## src/rtl/teu_pkg.sv

```systemverilog
// package for the timer event unit: register offsets, fields, reset values
package teu_pkg;
    // register byte offsets
    localparam logic [7:0] CTRL0_OFS = 8'h00;
    localparam logic [7:0] CTRL1_OFS = 8'h04;
    localparam logic [7:0] IOC1_OFS = 8'h08;
    localparam logic [7:0] IOC2_OFS = 8'h0C;
    localparam logic [7:0] CMP0_OFS = 8'h10;
    localparam logic [7:0] CMP1_OFS = 8'h14;
    localparam logic [7:0] CNT_OFS = 8'h18;
    localparam logic [7:0] STAT_OFS = 8'h1C;
    localparam logic [7:0] MASK_OFS = 8'h20;
    // ctrl0 field positions
    localparam int CE_POS = 0;
    // ctrl1 field positions
    localparam int MD_LSB = 0;
    localparam int EEE_POS = 5;
    localparam int RESTR_POS = 6;
    // io control fields
    localparam int IS_LSB = 0;
    localparam int EES_LSB = 0;
    // reset values
    localparam logic [15:0] CMP_RST = 16'h0000;
    localparam logic [15:0] CNT_RST = 16'h0000;
    localparam logic [1:0] IRQ_MASK_RST = 2'h3;
    // modes
    typedef enum logic [2:0] {
        TEU_MD_INTERVAL = 3'h0,
        TEU_MD_EXT_EVENT = 3'h1,
        TEU_MD_EXT_TRIG = 3'h2,
        TEU_MD_ONE_SHOT = 3'h3
    } teu_mode_t;
    // edge select codes
    localparam logic [1:0] EDGE_NONE = 2'h0;
    localparam logic [1:0] EDGE_RISE = 2'h1;
    localparam logic [1:0] EDGE_FALL = 2'h2;
    localparam logic [1:0] EDGE_BOTH = 2'h3;
endpackage

```

## src/rtl/teu_top.sv

```systemverilog
// timer event unit: 16-bit timer/event counter with an AXI4-Lite register slave
// Function
// - external count events come only from pin0
// - stop counting before lowering compare zero; not enforced here, a running count above it runs on and wraps past FFFF
// - no timer output in event count mode
// - interval mode with external enable counts events
// - mode field selects the operating mode
// - event edge select valid only when enabled
//
// Decided for this implementation: the placing of the registers and the AXI4-Lite slave port.
`timescale 1ns/1ps
module teu_top (
    input wire logic ref_clk_i,
    input wire logic rst_i,
    input wire logic capture_input_pin_0_i,
    input wire logic [7:0] s_axi_awaddr_i,
    input wire logic s_axi_awvalid_i,
    output logic s_axi_awready_o,
    input wire logic [31:0] s_axi_wdata_i,
    input wire logic [3:0] s_axi_wstrb_i,
    input wire logic s_axi_wvalid_i,
    output logic s_axi_wready_o,
    output logic [1:0] s_axi_bresp_o,
    output logic s_axi_bvalid_o,
    input wire logic s_axi_bready_i,
    input wire logic [7:0] s_axi_araddr_i,
    input wire logic s_axi_arvalid_i,
    output logic s_axi_arready_o,
    output logic [31:0] s_axi_rdata_o,
    output logic [1:0] s_axi_rresp_o,
    output logic s_axi_rvalid_o,
    input wire logic s_axi_rready_i,
    output logic timer_output_1_o,
    output logic irq_o
);
    typedef struct packed {
        logic pin_s1;
        logic pin_s2;
        logic pin_s3;
        logic count_enable;
        logic [2:0] mode;
        logic external_event_enable;
        logic restricted;
        logic [1:0] capture_edge_select;
        logic [1:0] event_edge_select;
        logic [15:0] compare_reg_0;
        logic [15:0] compare_reg_1;
        logic [15:0] count;
        logic [1:0] irq_status;
        logic [1:0] irq_mask;
        logic tout1;
        logic aw_held;
        logic [7:0] aw_addr;
        logic w_held;
        logic [31:0] w_data;
        logic [3:0] w_strb;
        logic bvalid;
        logic [1:0] bresp;
        logic rvalid;
        logic [31:0] rdata;
        logic [1:0] rresp;
    } teu_state_t;

    teu_state_t state_q;
    teu_state_t state_d;

    // register address decode, shared by the read and write paths
    function automatic logic teu_addr_ok(input logic [7:0] addr);
        case (addr)
            teu_pkg::CTRL0_OFS, teu_pkg::CTRL1_OFS, teu_pkg::IOC1_OFS, teu_pkg::IOC2_OFS,
            teu_pkg::CMP0_OFS, teu_pkg::CMP1_OFS, teu_pkg::CNT_OFS, teu_pkg::STAT_OFS,
            teu_pkg::MASK_OFS: teu_addr_ok = 1'b1;
            default: teu_addr_ok = 1'b0;
        endcase
    endfunction

    // edge detect per selected edge code
    function automatic logic teu_edge(input logic [1:0] sel, input logic prev, input logic cur);
        case (sel)
            teu_pkg::EDGE_RISE: teu_edge = cur & ~prev;
            teu_pkg::EDGE_FALL: teu_edge = prev & ~cur;
            teu_pkg::EDGE_BOTH: teu_edge = cur ^ prev;
            default: teu_edge = 1'b0;
        endcase
    endfunction

    // pin-clocked mode decode, shared by the clock select and the output gate
    function automatic logic teu_event_mode(input logic [2:0] mode);
        teu_event_mode = (mode == teu_pkg::TEU_MD_EXT_EVENT);
    endfunction

    logic ext_sel;
    logic ext_event;
    logic count_tick;
    logic at_cmp0;
    logic at_cmp1;
    logic wr_fire;
    logic rd_fire;

    // one state vector, filled here and registered below
    always_comb begin
        state_d = state_q;
        // pin synchroniser; only stage two and later feed logic
        state_d.pin_s1 = capture_input_pin_0_i;
        state_d.pin_s2 = state_q.pin_s1;
        state_d.pin_s3 = state_q.pin_s2;
        // mode 001 takes the pin as clock
        ext_sel = state_q.external_event_enable || teu_event_mode(state_q.mode);
        ext_event = ext_sel && teu_edge(state_q.event_edge_select, state_q.pin_s3, state_q.pin_s2);
        count_tick = state_q.count_enable && (ext_sel ? ext_event : 1'b1);
        at_cmp0 = (state_q.count == state_q.compare_reg_0);
        at_cmp1 = (state_q.count == state_q.compare_reg_1);
        // stopping clears the count, so every restart begins from zero
        // clear after compare zero match
        if (!state_q.count_enable) begin
            state_d.count = teu_pkg::CNT_RST;
        end else if (count_tick) begin
            // wraps if compare lowered below count
            state_d.count = at_cmp0 ? 16'h0000 : state_q.count + 16'h0001;
        end
        // match events set sticky status; set wins over clear
        if (count_tick && at_cmp0) begin
            state_d.irq_status[0] = 1'b1;
        end
        if (count_tick && at_cmp1) begin
            state_d.irq_status[1] = 1'b1;
        end
        // no output in event count mode
        if (!state_q.count_enable || teu_event_mode(state_q.mode)) begin
            state_d.tout1 = 1'b0;
        end else if (count_tick && at_cmp1) begin
            state_d.tout1 = ~state_q.tout1;
        end
        // pulse modes 010 and 011 count like interval; no pulse shaping is built
        // axi write channels are taken independently
        if (s_axi_awvalid_i && !state_q.aw_held) begin
            state_d.aw_held = 1'b1;
            state_d.aw_addr = s_axi_awaddr_i;
        end
        if (s_axi_wvalid_i && !state_q.w_held) begin
            state_d.w_held = 1'b1;
            state_d.w_data = s_axi_wdata_i;
            state_d.w_strb = s_axi_wstrb_i;
        end
        wr_fire = state_q.aw_held && state_q.w_held && !state_q.bvalid;
        if (wr_fire) begin
            state_d.aw_held = 1'b0;
            state_d.w_held = 1'b0;
            state_d.bvalid = 1'b1;
            state_d.bresp = teu_addr_ok(state_q.aw_addr) ? 2'h0 : 2'h2;
            case (state_q.aw_addr)
                teu_pkg::CTRL0_OFS: if (state_q.w_strb[0]) state_d.count_enable = state_q.w_data[teu_pkg::CE_POS];
                teu_pkg::CTRL1_OFS: if (state_q.w_strb[0]) begin
                    state_d.mode = state_q.w_data[teu_pkg::MD_LSB +: 3];
                    state_d.external_event_enable = state_q.w_data[teu_pkg::EEE_POS];
                    state_d.restricted = state_q.w_data[teu_pkg::RESTR_POS];
                end
                teu_pkg::IOC1_OFS: if (state_q.w_strb[0]) state_d.capture_edge_select = state_q.w_data[teu_pkg::IS_LSB +: 2];
                teu_pkg::IOC2_OFS: if (state_q.w_strb[0]) state_d.event_edge_select = state_q.w_data[teu_pkg::EES_LSB +: 2];
                teu_pkg::CMP0_OFS: begin
                    if (state_q.w_strb[0]) state_d.compare_reg_0[7:0] = state_q.w_data[7:0];
                    if (state_q.w_strb[1]) state_d.compare_reg_0[15:8] = state_q.w_data[15:8];
                end
                teu_pkg::CMP1_OFS: begin
                    if (state_q.w_strb[0]) state_d.compare_reg_1[7:0] = state_q.w_data[7:0];
                    if (state_q.w_strb[1]) state_d.compare_reg_1[15:8] = state_q.w_data[15:8];
                end
                teu_pkg::STAT_OFS: if (state_q.w_strb[0]) begin
                    // write one clears, but a same-cycle match keeps its bit
                    state_d.irq_status = state_q.irq_status & ~state_q.w_data[1:0];
                    if (count_tick && at_cmp0) state_d.irq_status[0] = 1'b1;
                    if (count_tick && at_cmp1) state_d.irq_status[1] = 1'b1;
                end
                teu_pkg::MASK_OFS: if (state_q.w_strb[0]) state_d.irq_mask = state_q.w_data[1:0];
                default: ;
            endcase
        end
        if (state_q.bvalid && s_axi_bready_i) begin
            state_d.bvalid = 1'b0;
        end
        // read path: one cycle after address is taken
        rd_fire = s_axi_arvalid_i && !state_q.rvalid;
        if (rd_fire) begin
            state_d.rvalid = 1'b1;
            state_d.rresp = teu_addr_ok(s_axi_araddr_i) ? 2'h0 : 2'h2;
            case (s_axi_araddr_i)
                teu_pkg::CTRL0_OFS: state_d.rdata = {31'h0000_0000, state_q.count_enable};
                teu_pkg::CTRL1_OFS: state_d.rdata = {25'h000_0000, state_q.restricted,
                    state_q.external_event_enable, 2'h0, state_q.mode};
                teu_pkg::IOC1_OFS: state_d.rdata = {30'h0000_0000, state_q.capture_edge_select};
                teu_pkg::IOC2_OFS: state_d.rdata = {30'h0000_0000, state_q.event_edge_select};
                teu_pkg::CMP0_OFS: state_d.rdata = {16'h0000, state_q.compare_reg_0};
                teu_pkg::CMP1_OFS: state_d.rdata = {16'h0000, state_q.compare_reg_1};
                teu_pkg::CNT_OFS: state_d.rdata = {16'h0000, state_q.count};
                teu_pkg::STAT_OFS: state_d.rdata = {30'h0000_0000, state_q.irq_status};
                teu_pkg::MASK_OFS: state_d.rdata = {30'h0000_0000, state_q.irq_mask};
                default: state_d.rdata = 32'h0000_0000;
            endcase
        end
        if (state_q.rvalid && s_axi_rready_i) begin
            state_d.rvalid = 1'b0;
        end
    end

    // state register; constants only under reset
    always_ff @(posedge ref_clk_i or posedge rst_i) begin
        if (rst_i) begin
            state_q <= '0;
            state_q.compare_reg_0 <= teu_pkg::CMP_RST;
            state_q.compare_reg_1 <= teu_pkg::CMP_RST;
            state_q.count <= teu_pkg::CNT_RST;
            state_q.irq_mask <= teu_pkg::IRQ_MASK_RST;
        end else begin
            state_q <= state_d;
        end
    end

    // ready outputs are combinational, valid and data from flops
    assign s_axi_awready_o = !state_q.aw_held;
    assign s_axi_wready_o = !state_q.w_held;
    assign s_axi_bvalid_o = state_q.bvalid;
    assign s_axi_bresp_o = state_q.bresp;
    assign s_axi_arready_o = !state_q.rvalid;
    assign s_axi_rvalid_o = state_q.rvalid;
    assign s_axi_rdata_o = state_q.rdata;
    assign s_axi_rresp_o = state_q.rresp;
    assign timer_output_1_o = state_q.tout1;
    // level interrupt while any unmasked status bit is set
    assign irq_o = |(state_q.irq_status & ~state_q.irq_mask);

    // checks sit beside the logic; all of them rest while reset is high

    AST_EVENT_MODE_NO_OUTPUT: assert property (@(posedge ref_clk_i) disable iff (rst_i)
        (state_q.mode == teu_pkg::TEU_MD_EXT_EVENT) |=> !timer_output_1_o)
        else $error("timer output active in event count mode");

    AST_CMP0_WRAP: assert property (@(posedge ref_clk_i) disable iff (rst_i)
        (count_tick && at_cmp0 && state_q.count_enable) |=> (state_q.count == 16'h0000 && state_q.irq_status[0]))
        else $error("counter did not clear after compare match");

    AST_EXT_ONLY_PIN: assert property (@(posedge ref_clk_i) disable iff (rst_i)
        (ext_sel && state_q.count_enable && !ext_event && !wr_fire) |=> $stable(state_q.count))
        else $error("counter moved without pin event");

    AST_INTERNAL_TICK: assert property (@(posedge ref_clk_i) disable iff (rst_i)
        (!ext_sel && state_q.count_enable && !at_cmp0) |=> (state_q.count == $past(state_q.count) + 16'h0001))
        else $error("internal clock did not advance counter");

    AST_EDGE_GATED: assert property (@(posedge ref_clk_i) disable iff (rst_i)
        (state_q.external_event_enable && state_q.count_enable
            && state_q.event_edge_select == teu_pkg::EDGE_RISE && state_q.pin_s2 && !state_q.pin_s3 && !at_cmp0)
            |=> (state_q.count == $past(state_q.count) + 16'h0001))
        else $error("selected pin edge did not advance counter");

    AST_MODE_DECODE: assert property (@(posedge ref_clk_i) disable iff (rst_i)
        (state_q.mode == teu_pkg::TEU_MD_EXT_EVENT && state_q.count_enable && state_q.pin_s2 == state_q.pin_s3)
            |=> $stable(state_q.count))
        else $error("event count mode moved without a pin edge");

    AST_OVERFLOW_WRAP: assert property (@(posedge ref_clk_i) disable iff (rst_i)
        (count_tick && state_q.count == 16'hFFFF && !at_cmp0) |=> state_q.count == 16'h0000)
        else $error("counter overflow did not wrap");

    AST_IRQ_LEVEL: assert property (@(posedge ref_clk_i) disable iff (rst_i)
        (count_tick && at_cmp0 && !state_q.irq_mask[0] && !wr_fire) |=> irq_o)
        else $error("unmasked match did not raise interrupt");

    AST_DISABLE_CLEARS: assert property (@(posedge ref_clk_i) disable iff (rst_i)
        !state_q.count_enable |=> (state_q.count == teu_pkg::CNT_RST))
        else $error("stopped counter not cleared");

    AST_TOUT_TOGGLE: assert property (@(posedge ref_clk_i) disable iff (rst_i)
        (count_tick && at_cmp1 && state_q.mode != teu_pkg::TEU_MD_EXT_EVENT)
            |=> (timer_output_1_o != $past(timer_output_1_o)))
        else $error("timer output missed a compare one match");

    AST_STATUS_SET: assert property (@(posedge ref_clk_i) disable iff (rst_i)
        (count_tick && at_cmp1) |=> state_q.irq_status[1])
        else $error("compare one match not recorded");

    // write answered the edge after both halves are held
    AST_WRITE_ANSWER: assert property (@(posedge ref_clk_i) disable iff (rst_i)
        (state_q.aw_held && state_q.w_held && !state_q.bvalid) |=> s_axi_bvalid_o)
        else $error("write not answered");

    // read answered the edge after the address is taken
    AST_READ_ANSWER: assert property (@(posedge ref_clk_i) disable iff (rst_i)
        (s_axi_arvalid_i && s_axi_arready_o) |=> s_axi_rvalid_o)
        else $error("read not answered");
endmodule

```

## config.mk

```make
export PLATFORM = sky130hd
export DESIGN_NAME = teu_top
export DESIGN_NICKNAME = d
export VERILOG_FILES = /design/src/rtl/teu_pkg.sv /design/src/rtl/teu_top.sv
export SDC_FILE = /design/constraint.sdc
export NUM_CORES = 1
export LEC_CHECK = 0
export ABC_AREA = 1
export BUFFER_PORTS_ARGS = -buffer_cell sky130_fd_sc_hd__buf_2
export CELL_PAD_IN_SITES_DETAIL_PLACEMENT = 2
export CELL_PAD_IN_SITES_GLOBAL_PLACEMENT = 2
export CORE_ASPECT_RATIO = 0.6
export CORE_MARGIN = 1.5
export CORE_UTILIZATION = 30
export CTS_CLUSTER_DIAMETER = 60
export DETAILED_ROUTE_END_ITERATION = 12
export HOLD_SLACK_MARGIN = 0.06
export PLACE_DENSITY_LB_ADDON = 0.1
export RECOVER_POWER = 50
export SLEW_MARGIN = 20
export SYNTH_ARGS = -nofsm -noshare
export SYNTH_HDL_FRONTEND = slang
export SYNTH_SLANG_ARGS = --single-unit
```

## constraint.sdc

```tcl
create_clock -name ref_clk_i -period 2.93 [get_ports ref_clk_i]
set_input_delay 0.1465 -clock ref_clk_i [delete_from_list [all_inputs] [get_ports ref_clk_i]]
set_output_delay 0.1465 -clock ref_clk_i [all_outputs]
set_load 0.01 [all_outputs]
```

==> impl_metrics.ini, run 1 <==
[setup_path]
cp_slowest_stage_delay_ps = 870
worstPathRequired_ps = 3320
worstSetupStartpointType = input port
cpMaxStageDelayCell = clkbuf_1
r2r_setup_slack_ps = 980
path_class = in -> async
cp_top_family = buffers and inverters
reg2reg_to = state_q[109]$_DFFE_PP0P_
arrival_ps = 2450
path_buf_inv = 4
crit_fanout = 27
r2r_cells = 6
crit_chain = dlygate4sd3_1, buf_2, clkinvlp_2, clkbuf_1
worstSetupPathDepth = 4
r2r_start = s_axi_bvalid_o$_DFFE_PP0P_
cp-end-kind = asynchronous set/reset pin

[routing]
wl_per_cell_um = 18.3
ant_nets = 0
drc = 0
drt_iter0_drc = 313
dr.pass1.iters = 4
routed_wirelength_um = 22000
viasPerCell = 4.71
num_vias = 5665

[yosys]
yosys.area.top_type = dfrtp_1
synth_area_leaders = dfrtp_1 44%, nand2_1 14%, inv_1 5.1%
synth_edf_count = 0
yosysSeqAreaShare_pct = 44.5
synthFlopType = dfrtp_1
synthesis.area_mm2 = 0.00642
synthArstFlopShare_pct = 100
synth-seq-cells = 114
synth_top_cell_area_share_pct = 43.7
ys_warn_count = 0
synthDistinctLibCells = 34
syn_inst = 837
syn_avg_cell_area_um2 = 7.67

[min_path]
worstHoldStart = s_axi_arvalid_i
hold_class = in -> reg
worstHoldPathCells = 4
min_to = s_axi_rvalid_o$_DFFE_PP0P_

[power]
ir_worst_vdd_v = 0.000412
pwr_density_cell_mw_per_mm2 = 781
power_leakage_nw = 3.67
power_w = 0.00595

[sta]
fin_setup_tns_ps = 0
period_minus_slack_ps = 2070
finalHoldViolCount = 0
rsz0062_at_grt = no
period_share_pct = 70.5
clock_skew_ps = 19.9
worst_pin_slew_ps = 1310
fmax_mhz = 484
setup_violations = 0
slew_viol_final = 0
holdWs_ps = 193
slew-limit-headroom_pct = 12.2

[final_layout]
regArea_mm2 = 0.00286
final_net_count = 974
fill_cells = 2459
multi_input_area_mm2 = 0.00280
area_growth_pct = 18.7
diodes = 0
drive_gt1_share_pct = 16.8
instances_no_fill = 1203

[floorplan]
num_rows = 41
start_util_pct = 30.6
die_h_um = 116
core_mm2 = 0.0210
die_area_mm2 = 0.0223
dieWidth_um = 192
pin_count = 103

[place]
dp_cells = 1141
dp_hpwl_um = 16400
io_buffers = 66
place.gp.congestion = 0.814

[clocking]
cts_hold_buf = 30
clock_path_buffers = 2
clkSinkCount = 114
cts_tree = built
clk_transition_reported_paths_ps = 50
cts_root_buf = clkbuf_16
postCtsSetupBuffers = 0
worstSkewPairLatency_ps = 440
cts.htree.levels = 4
ctsResizeCount = 0
numCtsBuffers = 17

[grt]
grt_max_degree = 72
grt_pass1_wl_um = 35200
first_global_vias = 6302
antenna_found_initial = 0
grt_use_total_pct = 21.5
grt_remaining_overflow = 0

[run_status]
status = completed

[job]
max_cap_violations = 0
[sequential cells by signal (all words and copies together) (netlist names)]
register          count
state_q              91
s_axi_rdata_o        16
state_d               2
s_axi_bresp_o         1
s_axi_bvalid_o        1
s_axi_rresp_o         1
s_axi_rvalid_o        1
timer_output_1_o      1
[worst max-delay path by stage]
stage	slack, ps	to	from
after detailed placement	970	s_axi_rdata_o[5]$_DFFE_PP0P_	s_axi_araddr_i[6]
final	860	state_q[104]$_DFFE_PP0P_	rst_i
after global routing	510	state_q[92]$_DFFE_PP0P_	rst_i
after floorplan	1400	s_axi_bresp_o[1]$_DFFE_PP0P_	rst_i
after CTS	1050	state_q[100]$_DFFE_PP0P_	state_q[147]$_DFF_PP0_
after global placement	1060	s_axi_rdata_o[1]$_DFFE_PP0P_	s_axi_araddr_i[6]
[area by class of cell]
class,count,area share [%]
inverters,103,5.09
clock inverters,13,1.76
clock buffers,19,5.94
multi-input cells,575,36.8
well taps,279,4.58
flip-flops and latches,114,37.5
repair buffers,100,8.39
[kinds of logic (layout without fill, tap and decap cells)]
logic type | after synthesis | count (layout) | synth area share (%)
buffers and inverters | 165 | 235 | 12.8
adder cells (fa/ha/maj) | 3 | 3 | 0.585
AO/OA/AOI/OAI | 130 | 130 | 11.8
AND/OR/NAND/NOR | 395 | 395 | 26.1
other | 1 | 18 | 0.0584
multiplexers | 5 | 5 | 0.877
XOR/XNOR | 24 | 24 | 3.28
flip-flops | 114 | 114 | 44.5
[worst register-to-register path, stage by stage, from the launching register on]
cell and delay [ps]:
dfrtp_1 380, inv_1 80, nand3_1 250, nor2_2 450, nand2_2 400, nand2_1 200
o21ai_2 70
[through the flow]
stage	util [%]	instance area (um2)	setup slack, ps
6_report	36.3	7620	864
3_3_place_gp	32.3	6770	1060
3_5_place_dp	32.3	6770	969
4_1_cts	36.5	7660	1050
2_1_floorplan	-	6480	1400
5_1_grt	36.3	7620	514
[power breakdown]
part           internal (W)  switching, W
Sequential          0.00192      0.000293
Combinational      0.000529       0.00111
Clock               0.00129      0.000805
[cells in the mapped netlist, types with 6 or more instances]
| cell | n |
|---|---|
| nand2_1 | 242 |
| dfrtp_1 | 112 |
| inv_1 | 87 |
| nor2_1 | 76 |
| o21ai_1 | 53 |
| buf_4 | 42 |
| nand3_1 | 38 |
| a21oi_1 | 29 |
| o21ai_2 | 26 |
| xor2_1 | 21 |
| inv_2 | 15 |
| o21ai_0 | 15 |
| buf_2 | 11 |
| nand2_2 | 10 |
| nor2_2 | 9 |
| nand4_1 | 7 |
| clkbuf_1 | 6 |
| nor2_4 | 6 |
[placed cells by master (no fill, tap or decap), types with 17 or more instances in the layout]
master / synthesis / final
a21oi_1: 29 / 29
buf_2: 11 / 42
clkbuf_1: 6 / 25
clkbuf_16: 0 / 17
conb_1: 1 / 18
dfrtp_1: 112 / 112
dlygate4sd3_1: 0 / 30
inv_1: 87 / 86
nand2_1: 242 / 241
nand3_1: 38 / 39
nor2_1: 76 / 76
o21ai_1: 53 / 53
o21ai_2: 26 / 26
xor2_1: 21 / 21
[per-layer routing]
layer	global-route usage [%]	routed length [um]	vias to the layer above
met3	4.18	1160	16
li1	-	-	2707
met1	31.7	11400	2831
met4	6.98	253	0
met2	31.5	9140	111
met5	0	0	-
Note: power is estimated with default switching activity, not from simulation.
==> inputs of run 2 (changes only) <==
--- a/config.mk
+++ b/config.mk
@@ -11,7 +11,7 @@
 export CELL_PAD_IN_SITES_GLOBAL_PLACEMENT = 2
 export CORE_ASPECT_RATIO = 0.6
 export CORE_MARGIN = 1.5
-export CORE_UTILIZATION = 30
+export CORE_UTILIZATION = 33
 export CTS_CLUSTER_DIAMETER = 60
 export DETAILED_ROUTE_END_ITERATION = 12
 export HOLD_SLACK_MARGIN = 0.06
==> constraint.sdc (replaced) <==
create_clock -name ref_clk_i -period 2 [get_ports ref_clk_i]
set_input_delay 0.1 -clock ref_clk_i [delete_from_list [all_inputs] [get_ports ref_clk_i]]
set_output_delay 0.1 -clock ref_clk_i [all_outputs]
set_load 0.01 [all_outputs]
==> impl_metrics.ini, run 2 (synthesized netlist as in run 1, its figures left out) <==
[final_layout]
final_net_count = 983
top_register = state_q
diodes = 0
design_area_mm2 = 0.00766
final_cell_mix = 242 x nand2_1, 112 x dfrtp_1, 86 x inv_1
largest_register_ffs = 91
fill_cells = 2212
drive_gt1_share_pct = 19.1
area_growth_pct = 19.4
mostFrequentLayoutCell = nand2_1

[sta]
period_minus_slack_ps = 1790
slew-limit-headroom_pct = 25.8
worst_pin_slew_ps = 1110
period_share_pct = 89.3
clock_skew_ps = 7.43
rsz0062_at_grt = no
fin_setup_tns_ps = 0
fmax_mhz = 560
slew_viol_final = 0
setup_violations = 0
finalHoldViolCount = 0

[setup_path]
cp_slowest_stage_delay_ps = 430
crit_chain = inv_1, nand3_2, nor2_2, nand2_2, nand2_1, o21ai_2
cp-end-kind = flip-flop
cpMaxStageDelayCell = nor2_2
worstPathRequired_ps = 2300
worstSetupStartpointType = flip-flop
arrival_ps = 2090
cp_top_family = simple AND/OR/NAND/NOR gates
crit_fanout = 16
path_buf_inv = 1
path_class = reg -> reg

[clocking]
worstSkewPairLatency_ps = 430
clk_transition_reported_paths_ps = 50
numCtsBuffers = 17
postCtsSetupBuffers = 0
clock_path_buffers = 2
ctsResizeCount = 0
cts.htree.levels = 4
clkSinkCount = 114
cts_tree = built
cts_root_buf = clkbuf_16

[place]
dp_hpwl_um = 16400
place.gp.congestion = 0.845
io_buffers = 66
dpl_cell_area_mm2 = 0.00680

[min_path]
hold_class = in -> reg

[floorplan]
start_util_pct = 33.7
dieWidth_um = 183
core_mm2 = 0.0190
die_area_mm2 = 0.0203
die_h_um = 111
pin_count = 103
num_rows = 39

[routing]
num_vias = 5733
drc = 0
ant_nets = 0
dr.pass1.iters = 4
viasPerCell = 4.87
drt_iter0_drc = 250
wl_per_cell_um = 18.2
routed_wirelength_um = 21400

[power]
pwr_density_cell_mw_per_mm2 = 1150
ir_worst_vdd_v = 0.000715
clockPowerShare_pct = 35.2
p_switching_w = 0.00317
p_int_w = 0.00561
power.share.switching_pct = 36.1
seqPwrFrac_pct = 37.1
comb_power_share_pct = 27.7
power_leakage_nw = 3.78

[grt]
first_global_vias = 6182
grt_max_degree = 81
grt_remaining_overflow = 0
grt_pass1_wl_um = 34700
antenna_found_initial = 0
grt_use_total_pct = 22.6

[run_status]
status = completed

[job]
max_cap_violations = 0
run 2: cell count changes in the layout (fill, tap and decap cells not counted), sizes merged:
cell | previous run | this run
clkinvlp | 4 | 2
inv | 103 | 101
buf | 45 | 69
clkbuf | 44 | 30
bufinv | 2 | 3
run 2: layer usage:
layer,GRT usage [%],vias to the layer above,share of wire (%),wire [um]
met3,4.43,15,3.0,644
met4,5.52,0,0.92,196
met2,33.1,97,42,9040
met5,0,-,0,0
met1,34.1,2891,54,11500
li1,-,2730,-,-
run 2: cell type report:
cell class | instances | area [um2] | area share, %
Sequential cell | 114 | 2860 | 37.3
Multi-Input combinational cell | 575 | 2800 | 36.6
Timing Repair Buffer | 109 | 716 | 9.34
Clock buffer | 20 | 457 | 5.96
Inverter | 103 | 388 | 5.06
Tap cell | 246 | 308 | 4.02
Clock inverter | 10 | 135 | 1.76
run 2: power by group through the flow:
stage / sequential (W) / clock [W] / combinational [W]
3_5_place_dp: 0.00328 / 0 / 0.00239
4_1_cts: 0.00325 / 0.00315 / 0.00246
6_report: 0.00326 / 0.00309 / 0.00243
2_1_floorplan: 0.00311 / 0 / 0.00173
3_3_place_gp: 0.00323 / 0 / 0.00226
5_1_grt: 0.00332 / 0.00325 / 0.00276
run 2: worst paths after layout:
kind / from / cells after the start / slack [ps] / end
max: s_axi_bvalid_o$_DFFE_PP0P_ / 6 / 210 / state_q[112]$_DFFE_PP0P_
min: s_axi_arvalid_i / 4 / 170 / s_axi_rvalid_o$_DFFE_PP0P_
max reg2reg: s_axi_bvalid_o$_DFFE_PP0P_ / 6 / 210 / state_q[112]$_DFFE_PP0P_
min reg2reg: state_d[148]$_DFF_PP0_ / 0 / 360 / state_d[147]$_DFF_PP0_
max in group asynchronous: rst_i / 4 / 610 / state_q[136]$_DFFE_PP0P_
min in group asynchronous: rst_i / 4 / 570 / s_axi_rvalid_o$_DFFE_PP0P_
run 2: what timing repair did:
action / CTS / global route
endpoints found under the hold margin: 141 / 0
setup endpoints to repair: 0 / 0
hold buffers: 30 / 0
run 2: tightest hold or removal path, cell delays in order:
cell and delay (ps):
buf_2 80, nand2_1 60, buf_4 210, o21ai_0 90
run 2: per-stage QoR:
step | power [W] | instances | setup WS (ps) | hold slack, ps | utilization, %
after floorplan | 0.00484 | 854 | 503 | 131 | -
after global placement | 0.00549 | 1117 | 251 | 208 | 35.7
after detailed placement | 0.00567 | 1117 | 211 | 211 | 35.7
after CTS | 0.00886 | 1177 | 203 | 163 | 40.4
after global routing | 0.00933 | 1177 | 85.2 | 206 | 40.3
final | 0.00878 | 1177 | 215 | 167 | 40.3
